File: config.mk
export PLATFORM = sky130hd
export DESIGN_NAME = rar_unit
export DESIGN_NICKNAME = d
export VERILOG_FILES = /design/src/rtl/rar_pkg.sv /design/src/rtl/rar_sync.sv /design/src/rtl/rar_unit.sv
export VERILOG_INCLUDE_DIRS = /design/src /design/src/rtl
export SDC_FILE = /design/constraint.sdc
export NUM_CORES = 1
export LEC_CHECK = 0
export BUFFER_PORTS_ARGS = -buffer_cell sky130_fd_sc_hd__buf_4
export CAP_MARGIN = 30
export CORE_UTILIZATION = 54
export DETAILED_ROUTE_END_ITERATION = 16
export GPL_ROUTABILITY_DRIVEN = 0
export PLACE_DENSITY = 0.87
export SETUP_SLACK_MARGIN = 0.15
export SYNTH_ARGS = -nofsm -noshare
export SYNTH_HDL_FRONTEND = slang
export SYNTH_SLANG_ARGS = --single-unit
File: constraint.sdc
create_clock -name mclk_i -period 4.4 [get_ports mclk_i]
set_clock_uncertainty 0.2 [all_clocks]
set_input_delay 0.44 -clock mclk_i [delete_from_list [all_inputs] [get_ports mclk_i]]
set_output_delay 0.44 -clock mclk_i [all_outputs]
set_load 0.02 [all_outputs]
File: src/rtl/rar_defs.svh
// timing counts, field positions and reset values for the rtc alarm and reset unit
`ifndef RAR_DEFS_SVH
`define RAR_DEFS_SVH

`define RAR_CLK_HZ 25000000
`define RAR_FAIL_HZ 20000
// longest allowed gap between oscillator edges before it is declared missing
`define RAR_FAIL_CYCLES ((`RAR_CLK_HZ + `RAR_FAIL_HZ - 1) / `RAR_FAIL_HZ)
`define RAR_RST_SRC_CLK_RST_EN_BIT 7
`define RAR_RST_SRC_SW_FORCE_BIT 4
`define RAR_OSC_CTL_BIAS_DOUBLE_BIT 5
`define RAR_TIMER_WIDTH 32
`define RAR_RESET_PULSE_CYCLES 4
`define RAR_TIMER_RESET 32'h0000_0000

`endif

File: src/rtl/rar_pkg.sv
// types shared by the rtc alarm and reset unit
package rar_pkg;

	typedef enum logic [1:0] {
		RAR_MODE_FREE = 2'b00,
		RAR_MODE_AUTO = 2'b01
	} rar_mode_e;

	typedef enum logic [1:0] {
		RAR_ST_IDLE = 2'b00,
		RAR_ST_HOLD = 2'b01,
		RAR_ST_DONE = 2'b11
	} rar_rst_state_e;

	typedef struct packed {
		logic alarm_en;
		logic miss_det_en;
		logic clock_reset_enable;
		logic auto_mode;
		logic osc_bias_double;
		logic agc_en;
	} rar_cfg_s;

	typedef struct packed {
		logic alarm_event;
		logic osc_fail_event;
		logic software_reset_force;
		logic sys_reset;
	} rar_stat_s;

endpackage : rar_pkg

File: src/rtl/rar_sync.sv
// two flip-flop synchroniser with rising edge detect after the second stage
module rar_sync (
	input wire logic mclk_i,
	input wire logic reset_i,
	input wire logic async_i,
	output logic level_o,
	output logic rise_o
);
	logic s1_r;
	logic s2_r;
	logic s3_r;
	logic s1_nxt;
	logic s2_nxt;
	logic s3_nxt;

	always_comb begin
		s1_nxt = async_i;
		s2_nxt = s1_r;
		s3_nxt = s2_r;
	end

	always_ff @(posedge mclk_i) begin
		if (reset_i) begin
			s1_r <= 1'b0;
			s2_r <= 1'b0;
			s3_r <= 1'b0;
		end else begin
			s1_r <= s1_nxt;
			s2_r <= s2_nxt;
			s3_r <= s3_nxt;
		end
	end

	assign level_o = s2_r;
	assign rise_o = s2_r & ~s3_r;
endmodule : rar_sync

File: src/rtl/rar_unit.sv
// rtc timer, alarm and the reset sources it drives
`include "rar_defs.svh"

// Notes on behaviour
// - system reset may come from oscillator failure or from alarm match.
// - oscillator fail only with missing-clock detector on and clock under 20 kHz.
// - alarm when enabled and timer count equals alarm match value.
// - clock events reset only when clock reset enable bit 7 is one.
// - clock-event reset keeps working in suspend and sleep states.
// - clock and software resets never touch the external reset pin.
// - writing one to software reset force bit 4 forces full reset; the code drops such a write while a reset sequence is already running.
// - software reset force reads one after a software-caused reset.
// - free-running 32-bit timer wraps through zero without disruption.
// - auto-reset mode clears timer to zero after each alarm match.
// - bias doubling bit 5 of oscillator control doubles oscillator bias.
module rar_unit
	import rar_pkg::*;
#(
	parameter int TIMER_WIDTH = `RAR_TIMER_WIDTH,
	parameter int FAIL_CYCLES = `RAR_FAIL_CYCLES,
	parameter int PULSE_CYCLES = `RAR_RESET_PULSE_CYCLES
) (
	input wire logic mclk_i,
	input wire logic reset_i,
	input wire logic lfo_clk_i,
	input wire rar_cfg_s cfg_i,
	input wire logic [TIMER_WIDTH-1:0] alarm_match_value_i,
	input wire logic [7:0] rst_src_wdata_i,
	input wire logic rst_src_we_i,
	input wire logic [7:0] osc_ctl_wdata_i,
	input wire logic osc_ctl_we_i,
	input wire logic low_power_i,
	input wire logic timer_load_i,
	input wire logic [TIMER_WIDTH-1:0] timer_load_value_i,
	output logic [TIMER_WIDTH-1:0] timer_o,
	output logic [7:0] reset_source_register_o,
	output logic [7:0] timer_osc_control_o,
	output logic osc_bias_double_o,
	output logic agc_en_o,
	output rar_stat_s stat_o,
	output logic sys_reset_o
);
	if (TIMER_WIDTH != 32) begin : g_bad_width
		$error("timer width must be 32");
	end
	if (FAIL_CYCLES < 2 || PULSE_CYCLES < 1) begin : g_bad_counts
		$error("bad count parameters");
	end

	localparam int FW = $clog2(FAIL_CYCLES + 1);
	localparam int PW = $clog2(PULSE_CYCLES + 1);

	// ======================================================================
	// oscillator edge capture
	logic lfo_level;
	logic lfo_tick;
	rar_sync u_sync (
		.mclk_i(mclk_i),
		.reset_i(reset_i),
		.async_i(lfo_clk_i),
		.level_o(lfo_level),
		.rise_o(lfo_tick)
	);

	// ======================================================================
	// timer and alarm
	logic [TIMER_WIDTH-1:0] timer_r;
	logic [TIMER_WIDTH-1:0] timer_nxt;
	logic alarm_r;
	logic alarm_nxt;
	logic match;

	assign match = (timer_r == alarm_match_value_i);

	always_comb begin
		timer_nxt = timer_r;
		alarm_nxt = 1'b0;
		if (timer_load_i) begin
			timer_nxt = timer_load_value_i;
		end else if (lfo_tick) begin
			// compare only on the increment edge so a held match fires once
			alarm_nxt = cfg_i.alarm_en & match;
			if (cfg_i.auto_mode && cfg_i.alarm_en && match)
				timer_nxt = '0;
			else
				timer_nxt = timer_r + 1'b1;
		end
	end

	// ======================================================================
	// missing-clock detector
	logic [FW-1:0] gap_r;
	logic [FW-1:0] gap_nxt;
	logic fail_r;
	logic fail_nxt;

	always_comb begin
		gap_nxt = gap_r;
		fail_nxt = 1'b0;
		if (!cfg_i.miss_det_en || lfo_tick) begin
			gap_nxt = '0;
		end else if (gap_r == FW'(FAIL_CYCLES)) begin
			// one event per failure, then wait for the clock to return
			gap_nxt = gap_r;
		end else begin
			gap_nxt = gap_r + 1'b1;
			fail_nxt = (gap_r == FW'(FAIL_CYCLES - 1));
		end
	end

	// ======================================================================
	// reset sources
	logic clk_rst_en_r;
	logic clk_rst_en_nxt;
	logic sw_flag_r;
	logic sw_flag_nxt;
	logic [PW-1:0] pulse_r;
	logic [PW-1:0] pulse_nxt;
	logic sw_cause_r;
	logic sw_cause_nxt;
	logic [7:0] osc_ctl_r;
	logic [7:0] osc_ctl_nxt;
	rar_rst_state_e st_r;
	rar_rst_state_e st_nxt;
	logic clk_req;
	logic sw_req;

	// low_power_i is deliberately not consulted: the source stays armed in
	// suspend and sleep, since this logic runs on an always-on clock
	assign clk_req = clk_rst_en_r & (alarm_r | fail_r);
	assign sw_req = rst_src_we_i & rst_src_wdata_i[`RAR_RST_SRC_SW_FORCE_BIT];

	always_comb begin
		clk_rst_en_nxt = clk_rst_en_r;
		sw_flag_nxt = sw_flag_r;
		sw_cause_nxt = sw_cause_r;
		pulse_nxt = pulse_r;
		st_nxt = st_r;
		osc_ctl_nxt = osc_ctl_r;
		if (osc_ctl_we_i)
			osc_ctl_nxt = osc_ctl_wdata_i;
		if (rst_src_we_i)
			clk_rst_en_nxt = rst_src_wdata_i[`RAR_RST_SRC_CLK_RST_EN_BIT];
		case (st_r)
			RAR_ST_IDLE: begin
				if (sw_req || clk_req) begin
					st_nxt = RAR_ST_HOLD;
					pulse_nxt = PW'(PULSE_CYCLES);
					sw_cause_nxt = sw_req;
				end
			end
			RAR_ST_HOLD: begin
				pulse_nxt = pulse_r - 1'b1;
				if (pulse_r == PW'(1))
					st_nxt = RAR_ST_DONE;
			end
			RAR_ST_DONE: begin
				// the flag survives the reset and names its cause
				sw_flag_nxt = sw_cause_r;
				st_nxt = RAR_ST_IDLE;
			end
			default: st_nxt = RAR_ST_IDLE;
		endcase
	end

	always_ff @(posedge mclk_i) begin
		if (reset_i) begin
			timer_r <= `RAR_TIMER_RESET;
			alarm_r <= 1'b0;
			gap_r <= '0;
			fail_r <= 1'b0;
			clk_rst_en_r <= 1'b0;
			sw_flag_r <= 1'b0;
			sw_cause_r <= 1'b0;
			pulse_r <= '0;
			osc_ctl_r <= 8'h00;
			st_r <= RAR_ST_IDLE;
		end else begin
			timer_r <= timer_nxt;
			alarm_r <= alarm_nxt;
			gap_r <= gap_nxt;
			fail_r <= fail_nxt;
			clk_rst_en_r <= clk_rst_en_nxt;
			sw_flag_r <= sw_flag_nxt;
			sw_cause_r <= sw_cause_nxt;
			pulse_r <= pulse_nxt;
			osc_ctl_r <= osc_ctl_nxt;
			st_r <= st_nxt;
		end
	end

	// ======================================================================
	// outputs; the reset request is internal and has no path to the pin
	assign sys_reset_o = (st_r == RAR_ST_HOLD);
	assign timer_o = timer_r;
	always_comb begin
		reset_source_register_o = 8'h00;
		reset_source_register_o[`RAR_RST_SRC_CLK_RST_EN_BIT] = clk_rst_en_r;
		reset_source_register_o[`RAR_RST_SRC_SW_FORCE_BIT] = sw_flag_r;
	end
	assign timer_osc_control_o = osc_ctl_r;
	assign osc_bias_double_o = osc_ctl_r[`RAR_OSC_CTL_BIAS_DOUBLE_BIT] | cfg_i.osc_bias_double;
	assign agc_en_o = cfg_i.agc_en;
	assign stat_o.alarm_event = alarm_r;
	assign stat_o.osc_fail_event = fail_r;
	assign stat_o.software_reset_force = sw_flag_r;
	assign stat_o.sys_reset = sys_reset_o;

	logic unused_ok;
	// the enable lives in the reset source register, the cfg copy is ignored
	assign unused_ok = lfo_level ^ low_power_i ^ cfg_i.clock_reset_enable;
endmodule : rar_unit

# ---- Yosys cells after proc, flatten, opt, wreduce, memory -nomap -nowiden
# Index checks and enable logic that the tools add are counted.
dict set report totals {
  output_inout_bits 55
  register_bits 64
  word_cells 54
}
dict set report op_classes {
  n_reduce_logical 14
  muxes 8
  n_bitwise 8
  n_eq_ne 8
  addsub 3
}
# operator n
set op_table {}
lappend op_table {{$mux 32} 3}
lappend op_table {{$add 32x1->32 const B} 1}
lappend op_table {{$eq 32x32->1} 1}
lappend op_table {{$eq 11x11->1 const B} 2}
lappend op_table {{$add 11x1->11 const B} 1}
lappend op_table {{$pmux 3 s2} 1}
lappend op_table {{$reduce_and 2->1} 3}
lappend op_table {{$reduce_or 3->1} 2}
lappend op_table {{$and 1x1->1} 4}
lappend op_table {{$mux 2} 2}
lappend op_table {{$pmux 2 s2} 1}
lappend op_table {{$reduce_bool 2->1} 2}
lappend op_table {{$eq 3x1->1 const B} 1}
lappend op_table {{$mux 3} 1}
lappend op_table {{$sub 3x1->3 const B} 1}
lappend op_table {{$eq 2x1->1 const B} 1}
lappend op_table {{$eq 2x2->1 const B} 1}
lappend op_table {{$logic_and 1x1->1} 2}
lappend op_table {{$logic_not 2->1} 1}
lappend op_table {{$logic_or 1x1->1} 2}
lappend op_table {{$ne 2x1->1 const B} 1}
lappend op_table {{$ne 2x2->1 const B} 1}
lappend op_table {{$not 1->1} 2}
lappend op_table {{$or 1x1->1} 2}
lappend op_table {{other kinds (2)} 2}

# ---- Longest topological paths before layout
dict set report depth {
  depth_word 5
  depth_mapped 8
}

# ---- Modules after synthesis
# From an unflattened synthesis, not the netlist that was laid out.
dict set report unflattened {
  cells_unflattened 495
  hier_area_um2 4013.8
}
# mod area_each_um2 cells_each instances
set by_module_without_submodules {}
lappend by_module_without_submodules {rar_unit 3926.3 488 1}
lappend by_module_without_submodules {rar_sync 87.6 7 1}

# ---- Least setup slack after synthesis
# No wires, ideal clock.
dict set report synth_path {
  kind {register -> register}
  start {register timer_r[25], in the netlist timer_o[25]}
  end {register timer_r[23], in the netlist timer_o[23]}
  setup_ns 0.115
  t_required_ns 4.085
  stages_incl_launch_ff 7
  path_buffers 0
  synth_period_minus_slack_ns 2.421
  slack_ns 1.979
  t_arrival_ns 2.107
  path_cell_list {dfxtp_1 > xor2_1 > or4b_1 > nor4_2 > nand3_2 > o41a_1 > and2_1}
}
dict set report synth_via {
  elab_chain_len 5
}
# element line
set synth_lines {}
lappend synth_lines {{start, declared} rar_unit.sv:67} ;# logic [TIMER_WIDTH-1:0] timer_r;
lappend synth_lines {{start signal, assigned} rar_unit.sv:168} ;# timer_r <= `RAR_TIMER_RESET;
lappend synth_lines {{start signal, assigned} rar_unit.sv:179} ;# timer_r <= timer_nxt;
lappend synth_lines {{$eq 32x32->1} rar_unit.sv:73} ;# assign match = (timer_r == alarm_match_value_i);
lappend synth_lines {{$logic_and 1x1->1} rar_unit.sv:83} ;# if (cfg_i.auto_mode && cfg_i.alarm_en && match)
lappend synth_lines {{$mux 32} rar_unit.sv:83}
lappend synth_lines {{$mux 32} rar_unit.sv:80} ;# end else if (lfo_tick) begin
lappend synth_lines {{$mux 32} rar_unit.sv:78} ;# if (timer_load_i) begin
# Every way passes these cells. The select of a mux whose other input is x is not followed.
# A chain may end at the register's enable or synchronous reset.

# ---- Final worst setup path
dict set report layout_path {
  start {register timer_r[4], in the netlist timer_o[4]}
  end {register timer_r[10], in the netlist timer_o[10]}
}
dict set report layout_via {
  elab_chain_len 5
}
# element line
set layout_lines {}
lappend layout_lines {{parallel branches: the longest is 2 deep, another holds $add 32x1->32} -}
lappend layout_lines {{$mux 32 (*)} rar_unit.sv:83}
lappend layout_lines {{$mux 32 (*)} rar_unit.sv:80}
lappend layout_lines {{$mux 32 (*)} rar_unit.sv:78}
# Mark *: on every way between the ends. The select of a mux whose other input is x is not followed.

==> run metrics <==
largest net degree at the start of global routing=50; die width=87.2 um; Post-synth EDFFs=0; post-route ant nets=0; Final Setup Violations=0; clk sinks=64; setup TNS=0 ps; Area growth syn-to-layout=29.8%; CTS tree=built; CP Cell Sequence=xnor2_1 -> nand4_1 -> nor4_1 -> nand4_1 -> buf_4 -> nor2_1 -> o32ai_1; violation count after the first detailed-route iteration=376; Routed WL per cell=~16 um; core area=6910 um^2; worst stage delay on the critical path=550 ps; hold slack=around 110 ps; Lkg Pwr=2.12 nW; top post-synthesis cells by count=64 x dfxtp_1, 52 x nor2_1, 51 x nand2_1; minimum clock period after layout=approximately 3000 ps; Synth Warn #=0; DIE AREA=around 7600 um^2; fin util=0.736; Clock Latency Late Sink=350 ps; Syn Inst Count=504; Worst Hold Path Cells=2; # diodes=0; CTS root buf=clkbuf_8; layout cell share with drive strength beyond 1=0.255; Post-CTS Resized=0; DRC viols=0; register-to-register path setup slack=1400 ps; post-DP HPWL=8.67 mm; crit path kind=register to register; nets=just over 700; worst slack, placed=1400 ps; starting density of the core=0.567; Worst EP required=4410 ps; Max Cap Viol=0; Top FF cell, synth=dfxtp_1; ranking of synthesized cells by area=dfxtp_1 33%, xnor2_1 8.1%, nor2_1 5.0%, nand2_1 4.9%, nand3_1 4.6%; origin of the worst setup path=timer_o[4]; cells on worst reg2reg path=7; count leader, synth=dfxtp_1; IO buf count=between 100 and 150; fin. max-slew vios=0; CP endpoint kind=register; Ports=148; worst flop-to-flop path startpoint=timer_o[4]; total CTS buffers=9; TritonRoute pass-1 iters=7; min-delay src=lfo_clk_i; H-tree levels=3; top-area cell type share of the netlist area=0.327; register area share after synthesis=0.327; synth unique cells=50; synthesized flop and latch total=64; # hold bufs at CTS=0; Post-synth ARST share=0; gr ovfl total=0; Die H=87.2 um; Clock transition at path regs=80 ps; vias in the first global route=3896; Fmax achieved=333 MHz; first-pass GRT wire length=18.0 mm; Mean Syn Cell Area=7.77 um^2; dominant cell type by area after synthesis=dfxtp_1; Max-slew headroom=0.406; worst setup margin=1400 ps; worst-path maximum fanout=11; antenna violations before repair=0; routed wire length=roughly 12 mm; vias=4158; slowest cell on the critical path=dfxtp_1; status=completed; min-delay worst type=primary input to register; period utilization=0.682; Post-CTS Setup Inserts=0; actual slew at the worst max-slew pin=between 800 and 900 ps; Worst EP arrival=3010 ps; unrepaired setup endpoints after global routing=false; Clock Path Buffers=2; PwrDens=313 nW/um^2; Max VDD drop=0.220 mV; Final Hold Viols=0; # rows=30; post-synthesis cell area=3920 um^2; Total GRT Usage=0.308; CP startpoint kind=register; CP most frequent cell=nand4_1; DR vias/cell=5.82
final cells by class:
cell class	instances	area (um^2)
Multi-Input combinational cell	387	2390
Inverter	19	71.3
Tap cell	96	120
Sequential cell	64	1280
Clock inverter	7	103
Timing Repair Buffer	133	998
Fill cell	517	1820
Clock buffer	9	124
worst max-delay path, delay by kind of cell (launching register included):
family / cells / cell delay [ps]
xor gates and xnor gates: 1 / 230
AOI/OAI and AO/OA: 1 / 170
and+or+nand+nor: 4 / 1370
DFF: 1 / 550
buffers and inverters: 1 / 330
report_power, final:
group | switching (W) | internal (W) | leakage, nW | total [W]
logic | 0.000168 | 0.000164 | 1.48 | 0.000332
registers | 0.0000660 | 0.000615 | 0.527 | 0.000681
clock network | 0.000253 | 0.000324 | 0.110 | 0.000577
through the flow:
step,area (um^2),instances,total power (W)
after global routing,5080,715,0.00165
after CTS,5080,715,0.00159
after global placement,4860,699,0.00101
after detailed placement,4860,699,0.00102
final,5080,715,0.00159
after floorplan,3940,509,0.000874
registers in the layout, summed over array words and instances (netlist names):
name and count:
clk_rst_en_r 1, u_sync.s3_r 1, sw_cause_r 1, sw_flag_r 1, st_r 2, fail_r 1, gap_r 11, pulse_r 3
u_sync.level_o 1, timer_o 32, u_sync.s1_r 1, alarm_r 1, timer_osc_control_o 8
per-layer routing:
metal  vias up  wire length (um)  GRT usage
met4         0               355      0.161
met2       204              5690      0.534
li1       1986                 -          -
met5         -                 0          0
met1      1934              4640      0.359
met3        34              1090     0.0616
path summary, 6_finish.rpt:
path                      end
setup / recovery  timer_o[10]
hold / removal    u_sync.s1_r
setup reg to reg  timer_o[10]
hold reg to reg   u_sync.s3_r
placed cells by master (no fill, tap or decap), types with 3 or more instances in the layout:
cell and instances:
or4_1 3, nand2_1 51, a21oi_1 22, o32ai_1 4, nor4_1 6, or3_1 3
o21ai_1 3, conb_1 6, and4_1 5, o21ai_0 16, and2_1 3, a221oi_1 4
dfxtp_1 64, nor4b_1 7, a211oi_1 3, buf_4 133, nor2_1 52, mux2i_1 9
mux2_2 4, ha_1 6, o211a_1 3, nand2b_1 5, inv_1 19, nor3_1 12
xor2_1 17, o2111ai_1 3, nor2b_1 4, nand3_1 36, nand4_1 21, xnor2_1 36
o21a_1 5, and3_1 13, clkbuf_8 9, o22ai_1 8
logic make-up (layout without fill, tap and decap cells):
logic type	Yosys count	after routing	synth area share
AO/OA/AOI/OAI	79	79	0.130
XOR/XNOR	53	53	0.119
adder cells (fa/ha/maj)	6	6	0.0192
buffers and inverters	58	168	0.0681
flip-flops	64	64	0.327
multiplexers	13	13	0.0345
other	1	6	0.000958
AND/OR/NAND/NOR	230	230	0.302
(Power assumes the default switching activity.)
